### src/art_pkg.sv
`default_nettype none
package art_pkg;
    // special-function-register addresses
    localparam logic [7:0] ADDR_CTRL = 8'h91;
    localparam logic [7:0] ADDR_RLD_LO = 8'h92;
    localparam logic [7:0] ADDR_RLD_HI = 8'h93;
    localparam logic [7:0] ADDR_CNT_LO = 8'h94;
    localparam logic [7:0] ADDR_CNT_HI = 8'h95;

    // control register field positions
    localparam int BIT_HI_OVF = 7;
    localparam int BIT_LO_OVF = 6;
    localparam int BIT_LO_IRQ_EN = 5;
    localparam int BIT_CAP_EN = 4;
    localparam int BIT_SPLIT = 3;
    localparam int BIT_RUN = 2;
    localparam int SEL_MSB = 1;
    localparam int SEL_LSB = 0;

    // reset and boundary values
    localparam logic [7:0] CTRL_RESET = 8'h00;
    localparam logic [7:0] BYTE_ZERO = 8'h00;
    localparam logic [7:0] BYTE_MAX = 8'hFF;

    // alternate source encodings
    localparam logic [1:0] ALT_SYS12_A = 2'h0;
    localparam logic [1:0] ALT_EXT8 = 2'h1;
    localparam logic [1:0] ALT_SYS12_B = 2'h2;
    localparam logic [1:0] ALT_CMP = 2'h3;

    // divider terminal counts
    localparam logic [3:0] DIV12_LAST = 4'hB;
    localparam logic [3:0] DIV_ZERO = 4'h0;
    localparam logic [2:0] DIV8_LAST = 3'h7;
    localparam logic [2:0] DIV8_ZERO = 3'h0;
endpackage : art_pkg
`default_nettype wire

### src/art_sync_edge.sv
`default_nettype none
module art_sync_edge (
    // clock and reset
    input wire logic clk,
    input wire logic rst_n,
    // asynchronous level in, rising-edge pulse out
    input wire logic async_in,
    output logic rise
);
    logic meta;
    logic sync;
    logic sync_d;

    // two-stage synchroniser; only the second stage is examined
    always_ff @(posedge clk) begin
        if (!rst_n) begin
            meta <= 1'b0;
            sync <= 1'b0;
            sync_d <= 1'b0;
            rise <= 1'b0;
        end else begin
            meta <= async_in; // [RL14]
            sync <= meta;
            sync_d <= sync;
            rise <= sync & ~sync_d;
        end
    end
endmodule : art_sync_edge
`default_nettype wire

### src/art_timer.sv
// Operation
// (RL1) high-byte overflow flag sets when the upper byte wraps FF to 00
// (RL2) in 16-bit mode high flag sets when count wraps FFFF to 0000
// (RL3) timer interrupt requested while enabled and high flag set
// (RL4) overflow flags are never cleared by hardware; software clears them
// (RL5) low-byte overflow flag sets whenever the lower byte wraps, any mode
// (RL6) low flag requests interrupt when low enable and timer interrupt enabled
// (RL7) capture-enable bit selects capture mode sampling count on triggers
// (RL8) split bit: 0 one 16-bit counter, 1 two 8-bit counters
// (RL9) timer counts only while run bit set; clear stops 16-bit counting
// (RL10) in split mode run bit gates only upper byte; lower always runs
// (RL11) select 00/10 core clock /12, 01 external oscillator /8, 11 comparator
// (RL12) capture trigger: select 00/01 comparator, 10/11 external oscillator /8
// (RL13) split bytes share alternate source; per-byte selector picks it or core clock
// (RL14) external sources are synchronised before touching the counter
// (RL15) 16-bit wrap loads the 16-bit reload value; with capture enabled the code wraps to zero instead
// (RL16) split bytes reload from their own reload byte on overflow
// (RL17) capture copies count into reload registers and sets high flag
// (RL18) per-byte selector set picks core clock, clear picks alternate source
// (RL19) each enabled counter increments by one per tick of its source
`default_nettype none
module art_timer (
    // clock and reset
    input wire logic clk,
    input wire logic rst_n,
    // special-function-register bus
    input wire logic [7:0] sfr_addr,
    input wire logic sfr_wr,
    input wire logic sfr_rd,
    input wire logic [7:0] sfr_wdata,
    output logic [7:0] sfr_rdata,
    // per-byte clock selects and interrupt enable from outside registers
    input wire logic hi_byte_core_clk_sel,
    input wire logic lo_byte_core_clk_sel,
    input wire logic timer_irq_en,
    // asynchronous count and trigger sources
    input wire logic ext_osc_in,
    input wire logic cmp_in,
    // interrupt request
    output logic irq_req
);
    logic [7:0] tmr_ctrl_reg;
    logic [7:0] reload_lo;
    logic [7:0] reload_hi;
    logic [7:0] count_lo;
    logic [7:0] count_hi;
    logic [3:0] div12_cnt;
    logic [2:0] div8_cnt;
    logic sys12_tick;
    logic ext8_tick;
    logic ext_rise;
    logic cmp_rise;

    logic hi_ovf_flag, lo_ovf_flag, lo_ovf_irq_en, capture_en, split_sel, run_ctrl;
    logic [1:0] alt_clk_sel;
    logic alt_tick, cap_trig, cap_evt, lo_tick, hi_tick;
    logic lo_inc, hi_inc, lo_wrap, hi_wrap;
    logic wr_ctrl, wr_rld_lo, wr_rld_hi, wr_cnt_lo, wr_cnt_hi;
    logic [7:0] next_count_lo, next_count_hi;

    assign hi_ovf_flag = tmr_ctrl_reg[art_pkg::BIT_HI_OVF];
    assign lo_ovf_flag = tmr_ctrl_reg[art_pkg::BIT_LO_OVF];
    assign lo_ovf_irq_en = tmr_ctrl_reg[art_pkg::BIT_LO_IRQ_EN];
    assign capture_en = tmr_ctrl_reg[art_pkg::BIT_CAP_EN];
    assign split_sel = tmr_ctrl_reg[art_pkg::BIT_SPLIT];
    assign run_ctrl = tmr_ctrl_reg[art_pkg::BIT_RUN];
    assign alt_clk_sel = tmr_ctrl_reg[art_pkg::SEL_MSB:art_pkg::SEL_LSB];

    // address decode
    assign wr_ctrl = sfr_wr && (sfr_addr == art_pkg::ADDR_CTRL);
    assign wr_rld_lo = sfr_wr && (sfr_addr == art_pkg::ADDR_RLD_LO);
    assign wr_rld_hi = sfr_wr && (sfr_addr == art_pkg::ADDR_RLD_HI);
    assign wr_cnt_lo = sfr_wr && (sfr_addr == art_pkg::ADDR_CNT_LO);
    assign wr_cnt_hi = sfr_wr && (sfr_addr == art_pkg::ADDR_CNT_HI);

    // core clock set picks every cycle, clear picks the shared alternate source
    function automatic logic pick_tick(input logic core_clk_sel, input logic alt);
        pick_tick = core_clk_sel ? 1'b1 : alt; // [RL18]
    endfunction : pick_tick

    // external sources pass through synchronisers first
    art_sync_edge u_ext_sync (
        .clk(clk),
        .rst_n(rst_n),
        .async_in(ext_osc_in),
        .rise(ext_rise) // [RL14]
    );
    art_sync_edge u_cmp_sync (
        .clk(clk),
        .rst_n(rst_n),
        .async_in(cmp_in),
        .rise(cmp_rise) // [RL14]
    );

    // core clock divided by twelve as a one-cycle enable
    always_ff @(posedge clk) begin
        if (!rst_n) begin
            div12_cnt <= art_pkg::DIV_ZERO;
            sys12_tick <= 1'b0;
        end else begin
            sys12_tick <= (div12_cnt == art_pkg::DIV12_LAST);
            div12_cnt <= (div12_cnt == art_pkg::DIV12_LAST) ? art_pkg::DIV_ZERO
                                                              : div12_cnt + 4'h1;
        end
    end

    // external oscillator divided by eight, counted on synchronised edges
    always_ff @(posedge clk) begin
        if (!rst_n) begin
            div8_cnt <= art_pkg::DIV8_ZERO;
            ext8_tick <= 1'b0;
        end else begin
            ext8_tick <= ext_rise && (div8_cnt == art_pkg::DIV8_LAST);
            if (ext_rise) begin
                div8_cnt <= div8_cnt + 3'h1;
            end
        end
    end

    // alternate count source and capture trigger from the shared select
    always_comb begin
        case (alt_clk_sel)
            art_pkg::ALT_SYS12_A: alt_tick = sys12_tick; // [RL11]
            art_pkg::ALT_EXT8: alt_tick = ext8_tick;
            art_pkg::ALT_SYS12_B: alt_tick = sys12_tick;
            art_pkg::ALT_CMP: alt_tick = cmp_rise;
            default: alt_tick = 1'b0;
        endcase
        cap_trig = alt_clk_sel[art_pkg::SEL_MSB] ? ext8_tick : cmp_rise; // [RL12]
    end

    // split bytes share alt_tick but choose it per byte [RL13]
    assign lo_tick = pick_tick(lo_byte_core_clk_sel, alt_tick);
    assign hi_tick = pick_tick(hi_byte_core_clk_sel, alt_tick);
    assign cap_evt = capture_en && cap_trig; // [RL7]

    // increment enables: split gates only the upper byte with run
    always_comb begin
        if (split_sel) begin // [RL8]
            lo_inc = lo_tick; // [RL10]
            hi_inc = run_ctrl && hi_tick;
        end else begin
            lo_inc = run_ctrl && lo_tick; // [RL9]
            hi_inc = run_ctrl && lo_tick && (count_lo == art_pkg::BYTE_MAX);
        end
        lo_wrap = lo_inc && (count_lo == art_pkg::BYTE_MAX);
        hi_wrap = hi_inc && (count_hi == art_pkg::BYTE_MAX);
    end

    // next counter values; 16-bit capture mode wraps to zero since reload holds captures
    always_comb begin
        next_count_lo = count_lo + 8'h01; // [RL19]
        next_count_hi = count_hi + 8'h01;
        if (lo_wrap) begin
            if (split_sel) begin
                next_count_lo = reload_lo; // [RL16]
            end else if (hi_wrap && !capture_en) begin
                next_count_lo = reload_lo; // [RL15]
            end else begin
                next_count_lo = art_pkg::BYTE_ZERO;
            end
        end
        if (hi_wrap) begin
            next_count_hi = (split_sel || !capture_en) ? reload_hi : art_pkg::BYTE_ZERO;
        end
    end

    // counter bytes; a software write wins over a tick
    always_ff @(posedge clk) begin
        if (!rst_n) begin
            count_lo <= art_pkg::BYTE_ZERO;
            count_hi <= art_pkg::BYTE_ZERO;
        end else begin
            if (wr_cnt_lo) begin
                count_lo <= sfr_wdata;
            end else if (lo_inc) begin
                count_lo <= next_count_lo;
            end
            if (wr_cnt_hi) begin
                count_hi <= sfr_wdata;
            end else if (hi_inc) begin
                count_hi <= next_count_hi;
            end
        end
    end

    // reload bytes; capture wins so no sample is lost under a racing write
    always_ff @(posedge clk) begin
        if (!rst_n) begin
            reload_lo <= art_pkg::BYTE_ZERO;
            reload_hi <= art_pkg::BYTE_ZERO;
        end else if (cap_evt) begin
            reload_lo <= count_lo; // [RL17]
            reload_hi <= count_hi;
        end else begin
            if (wr_rld_lo) begin
                reload_lo <= sfr_wdata;
            end
            if (wr_rld_hi) begin
                reload_hi <= sfr_wdata;
            end
        end
    end

    // control register; hardware flag sets win over a clearing write
    always_ff @(posedge clk) begin
        if (!rst_n) begin
            tmr_ctrl_reg <= art_pkg::CTRL_RESET;
        end else begin
            if (wr_ctrl) begin
                tmr_ctrl_reg <= sfr_wdata; // [RL4]
            end
            if (hi_wrap || cap_evt) begin
                tmr_ctrl_reg[art_pkg::BIT_HI_OVF] <= 1'b1; // [RL1] [RL2] [RL17]
            end
            if (lo_wrap) begin
                tmr_ctrl_reg[art_pkg::BIT_LO_OVF] <= 1'b1; // [RL5]
            end
        end
    end

    // interrupt request from the flags, registered
    always_ff @(posedge clk) begin
        if (!rst_n) begin
            irq_req <= 1'b0;
        end else begin
            irq_req <= timer_irq_en
                && (hi_ovf_flag || (lo_ovf_irq_en && lo_ovf_flag)); // [RL3] [RL6]
        end
    end

    // read data; unmapped addresses return zero
    always_ff @(posedge clk) begin
        if (!rst_n) begin
            sfr_rdata <= art_pkg::BYTE_ZERO;
        end else if (sfr_rd) begin
            case (sfr_addr)
                art_pkg::ADDR_CTRL: sfr_rdata <= tmr_ctrl_reg;
                art_pkg::ADDR_RLD_LO: sfr_rdata <= reload_lo;
                art_pkg::ADDR_RLD_HI: sfr_rdata <= reload_hi;
                art_pkg::ADDR_CNT_LO: sfr_rdata <= count_lo;
                art_pkg::ADDR_CNT_HI: sfr_rdata <= count_hi;
                default: sfr_rdata <= art_pkg::BYTE_ZERO;
            endcase
        end
    end
endmodule : art_timer
`default_nettype wire

### config.mk
export PLATFORM = sky130hd
export DESIGN_NAME = art_timer
export DESIGN_NICKNAME = d
export VERILOG_FILES = /design/src/art_pkg.sv /design/src/art_sync_edge.sv /design/src/art_timer.sv
export SDC_FILE = /design/constraint.sdc
export NUM_CORES = 1
export LEC_CHECK = 0
export BUFFER_PORTS_ARGS = -buffer_cell sky130_fd_sc_hd__buf_2
export CORE_ASPECT_RATIO = 0.5
export CORE_MARGIN = 2
export CORE_UTILIZATION = 55
export CTS_CLUSTER_DIAMETER = 80
export DETAILED_ROUTE_END_ITERATION = 8
export GPL_ROUTABILITY_DRIVEN = 1
export MAX_ROUTING_LAYER = met4
export PLACE_DENSITY = 0.75
export SLEW_MARGIN = 20
export SYNTH_ARGS = -nofsm -noshare
export SYNTH_HDL_FRONTEND = slang
export SYNTH_SLANG_ARGS = --single-unit
### constraint.sdc
create_clock -name clk -period 6.01 [get_ports clk]
set_input_delay 0.9015 -clock clk [delete_from_list [all_inputs] [get_ports clk]]
set_output_delay 0.9015 -clock clk [all_outputs]
set_load 0.01 [all_outputs]
; ---- Yosys cells after proc, flatten, opt, wreduce, memory -nomap -nowiden
; Index checks and enable logic that the tools add are counted.
[op_classes]
addsub = 4
n_eq_ne = 12
mux = 23
bitwise = 5
n_reduce_logical = 28
[op_table]
columns = op, n
row1 = $mux W8, 14
row2 = $eq A8 B8 Y1 const B, 7
row3 = $pmux W8 S5, 1
row4 = $add A8 B1 Y8 const B, 2
row5 = $logic_and A1 B1 Y1, 15
row6 = $reduce_bool A2 Y1, 6
row7 = $mux W1, 7
row8 = $add A4 B1 Y4 const B, 1
row9 = $eq A2 B2 Y1 const B, 2
row10 = $eq A4 B4 Y1 const B, 1
row11 = $reduce_or A2 Y1, 2
row12 = $add A3 B1 Y3 const B, 1
row13 = $eq A3 B3 Y1 const B, 1
row14 = $logic_or A1 B1 Y1, 3
row15 = $not A1 Y1, 3
row16 = $pmux W1 S3, 1
row17 = $and A1 B1 Y1, 2
row18 = $eq A2 B1 Y1 const B, 1
row19 = $logic_not A2 Y1, 1
row20 = $logic_not A1 Y1, 1
[totals]
reg_bits = 66
out_inout_bits = 9
elab_cells = 93

; ---- Depth between registers and ports, before layout
[logic_depth]
word_depth = 14
ltp_mapped = 7

; ---- By module
; Synthesis repeated with hierarchy kept, for this count alone.
[unflattened]
cells_unflattened = 407
hier_area_um2 = 3542.1
[by_module_without_submodules]
columns = mod, n_inst, cells_each, area_per_inst_um2, seq_area_each_um2
row1 = art_timer, 1, 391, 3319.4, 1161.1
row2 = art_sync_edge, 2, 8, 111.4, 80.1

; ---- Least setup slack after synthesis
; Ideal clock, no wire load.
[synth_path]
path_type = input-to-reg
startpoint = input sfr_addr[6]
endpoint = register tmr_ctrl_reg[7]
setup_time_ns = 0.115
arrival_ns = 2.573
t_required_ns = 5.895
slack_ns = 3.323
cell_stages = 6
path_buffers = 1
cell_sequence = nand4bb_4 -> or3_1 -> or4b_1 -> buf_6 -> mux2_4 -> o21a_1
[synth_between]
elab_chain_len = 3
[synth_lines]
columns = item, line_no
row1 = from (decl), art_timer.sv:27  ; input wire logic [7:0] sfr_addr,
row2 = $eq A8 B8 Y1, art_timer.sv:70  ; assign wr_ctrl = sfr_wr && (sfr_addr == art_pkg::ADDR_CTRL);
row3 = $logic_and A1 B1 Y1, art_timer.sv:70
row4 = $reduce_bool A2 Y1 (no source line), -
row5 = to (signal assigned), art_timer.sv:208  ; tmr_ctrl_reg <= art_pkg::CTRL_RESET;
row6 = to (signal assigned), art_timer.sv:211  ; tmr_ctrl_reg <= sfr_wdata;
row7 = to (decl), art_timer.sv:42  ; logic [7:0] tmr_ctrl_reg;
; Every way passes these cells.
; A chain may end at the register's enable or synchronous reset.

; ---- Worst setup path in the final report
[layout_path]
startpoint = input sfr_addr[1]
endpoint = register reload_lo[4]
[layout_between]
elab_chain_len = 3
[layout_lines]
columns = item, line_no
row1 = $eq A8 B8 Y1, art_timer.sv:71  ; assign wr_rld_lo = sfr_wr && (sfr_addr == art_pkg::ADDR_RLD_LO);
row2 = $logic_and A1 B1 Y1, art_timer.sv:71
row3 = $reduce_bool A2 Y1 (no source line), -
row4 = to (signal assigned), art_timer.sv:190  ; reload_lo <= art_pkg::BYTE_ZERO;
row5 = to (signal assigned), art_timer.sv:193  ; reload_lo <= count_lo;
row6 = to (signal assigned), art_timer.sv:197  ; reload_lo <= sfr_wdata;
row7 = to (decl), art_timer.sv:43  ; logic [7:0] reload_lo;
; Every way passes these cells.

==> results.yml <==
cells_and_area:
  drive_gt1_share_pct: 13.73
  diodes: 0
  layout.nets: 433
  area_growth_pct: 13.71
timing:
  worst_pin_slew_ns: 0.9574
  finalCriticalPeriod_ns: 3.006
  drv_slew: 0
  rsz0062_at_grt: "no"
  fin_skew_ns: 0.007607
  setup_ws_ns: 3.004
  fin_crit_sh_pct: 50.02
  fmax_mhz: 332.6
  slew_headroom_pct: 35.28
  fin_tns_setup_ns: 0
  setup_viol: 0
  finalHoldViolCount: 0
route:
  num_vias: 3117
  first_iter_violations: 413
  drc_errors: 0
  wire_per_inst_um: 18.65
  ant_nets: 0
  routed_via_density: 6.284
  drt_wl_total_um: 9248
  dr.pass1.iters: 5
synth:
  syn_inst: 385
  syn_area_per_cell_sq_um: 8.862
  synth_area_leaders: "dfxtp_1 (39%), mux2i_1 (10%), a21oi_1 (4.5%)"
  yosysTopAreaCell: "dfxtp_1"
  yosysMostFrequentCell: "dfxtp_1"
  synth_fp_nets: 415
  yosys_most_used_dff: "dfxtp_1"
  yosys_register_bits: 66
  ys_seq_area_share_pct: 38.72
  synth_common_cells: "dfxtp_1 (66), mux2i_1 (35), nand2_1 (34)"
  synth_edf_count: 0
  async_flop_share_pct: 0
  netlist.area_leader.share_pct: 38.72
  netlist_area_sq_um: 3412
  synth_cell_types: 49
  ys.warnings.count: 0
worst_setup_path:
  path_max_fanout: 12
  crit_arrival_ns: 3.17
  reg2reg_to: "count_hi[6]"
  crit_path_end: "reload_lo[4]"
  critPathLaunch: "sfr_addr[1]"
  critPathLaunchType: "primary input"
  r2r_slack_ns: 3.59
  r2r-start: "count_lo[0]"
  end_kind: "register"
  reg2regPathDepth: 6
  crit_required_ns: 6.17
  critPathKind: "in -> reg"
clock_tree:
  cts-resized-gates: 0
  cts_tree: "done"
  cts_sinks: 66
  post-cts-setup-buffers: 0
  cts_buffers: 9
  clk_latency_ns: 0.33
  cts_hold_buffers: 0
  path_clk_slew_ns: 0.05
  htreeDepth: 3
  cts-root-buf: "clkbuf_16"
  clockBufferDepth: 2
floorplan:
  dieArea_sq_um: 6888
  design.core.area_sq_um: 6031
  die_h_um: 59.70
  initial_core_util_pct: 56.58
  die_w_um: 115.4
  rows: 20
  io_pins: 34
power_and_ir_drop:
  pwr-share-comb_pct: 5.1
  p_switching_w: 0.0002199
  vdd_drop_max_v: 0.0001995
  power_density_nw_per_um2: 265.3
  p_sw_share_pct: 21.37
  p_leak_nw: 1.746
  p_clk_share_pct: 51.0
  internal_power_w: 0.0008093
  sequentialPowerShare_pct: 43.9
placed_design:
  portBuffers: 33
  pre_cts_slack_ns: 2.697
  place_congestion: 0.9764
  dp_hpwl_um: 6495
global_routing:
  track_usage_pct: 29.06
  grt_pass1_vias: 2856
  antenna_found_initial: 0
  gr-total-overflow: 0
  grt_pass1_wl_um: 14580
  grt_max_degree: 66
min_path:
  min_from: "u_cmp_sync.sync_d"
  hold_path_class: "reg -> reg"
flow_run:
  drv_cap: 0
status:
  status: "finished clean"
==> final cells by class <==
class                      count  area [sq um]
timing repair buffer          33         165.2
multi-input combinational    286          1958
clock buffer                  14         264.0
tap                           88         110.1
inverter                       7         26.28
clock inverter                 2         35.03
sequential                    66          1321
fill                         495          2151
==> metal layers <==
layer	routed length [um]	global-route usage (%)
met1	4233	39.84
met2	4069	42.61
met3	864	7.404
met4	81	8.434
met5	0	-
==> layout by cell type (no fill, tap or decap), types with 4 or more instances in the layout <==
cell	synthesis	layout
a22oi_1	4	4
nand3_1	15	15
xnor2_1	7	7
a221oi_1	8	8
mux2i_1	35	35
nand2_1	34	34
a21oi_1	31	31
inv_1	7	7
nor2b_1	13	13
and3_1	9	9
o221ai_1	8	8
a31oi_1	5	5
nor2_1	8	8
and2_1	9	9
dfxtp_1	66	66
buf_2	1	33
clkbuf_16	0	9
o21ai_0	30	30
o211a_1	8	8
a22o_1	4	4
ha_1	5	5
nor3_1	6	6
==> how the worst min path moves through the flow <==
stage	end	slack, ns	cells after the start
after floorplan	u_cmp_sync.rise	0.37	1
after global placement	u_cmp_sync.rise	0.37	1
after detailed placement	u_cmp_sync.rise	0.37	1
after CTS	u_cmp_sync.rise	0.38	1
after global routing	u_ext_sync.rise	0.40	1
final	u_cmp_sync.rise	0.38	1
==> metrics by stage <==
step / std cells / power (W) / cell area, sq um / hold WS, ns / utilization, %
floorplan: 385 / 0.0004872 / 3412 / 0.3674 / -
global placement: 480 / 0.0005090 / 3581 / 0.3718 / 59.38
detailed placement: 480 / 0.0005115 / 3581 / 0.3740 / 59.38
CTS: 496 / 0.001034 / 3880 / 0.3814 / 64.34
global route: 496 / 0.001058 / 3880 / 0.3980 / 64.34
finish: 496 / 0.001029 / 3880 / 0.3826 / 64.34
==> worst max-delay path: stages <==
cell and delay, ns:
buf_2 0.22, nor2b_1 0.31, nor4b_1 0.82, nand2_1 0.51, mux2i_1 0.31, a21oi_1 0.10
==> power by group through the flow <==
stage	registers [W]	clock network [W]	logic, W
3_3_place_gp	0.000460	0	0.0000490
5_1_grt	0.000452	0.000549	0.0000578
3_5_place_dp	0.000460	0	0.0000511
4_1_cts	0.000451	0.000531	0.0000515
2_1_floorplan	0.000460	0	0.0000273
6_report	0.000452	0.000525	0.0000523
==> cells by family after synthesis <==
kind of cell / synth area share, %
AO/OA/AOI/OAI: 22.88
XOR/XNOR: 2.567
adder cells (fa/ha/maj): 1.834
buffers and inverters: 3.887
flip-flops: 38.72
multiplexers: 11.37
AND/OR/NAND/NOR: 18.74
Note: power is estimated with default switching activity, not from simulation.
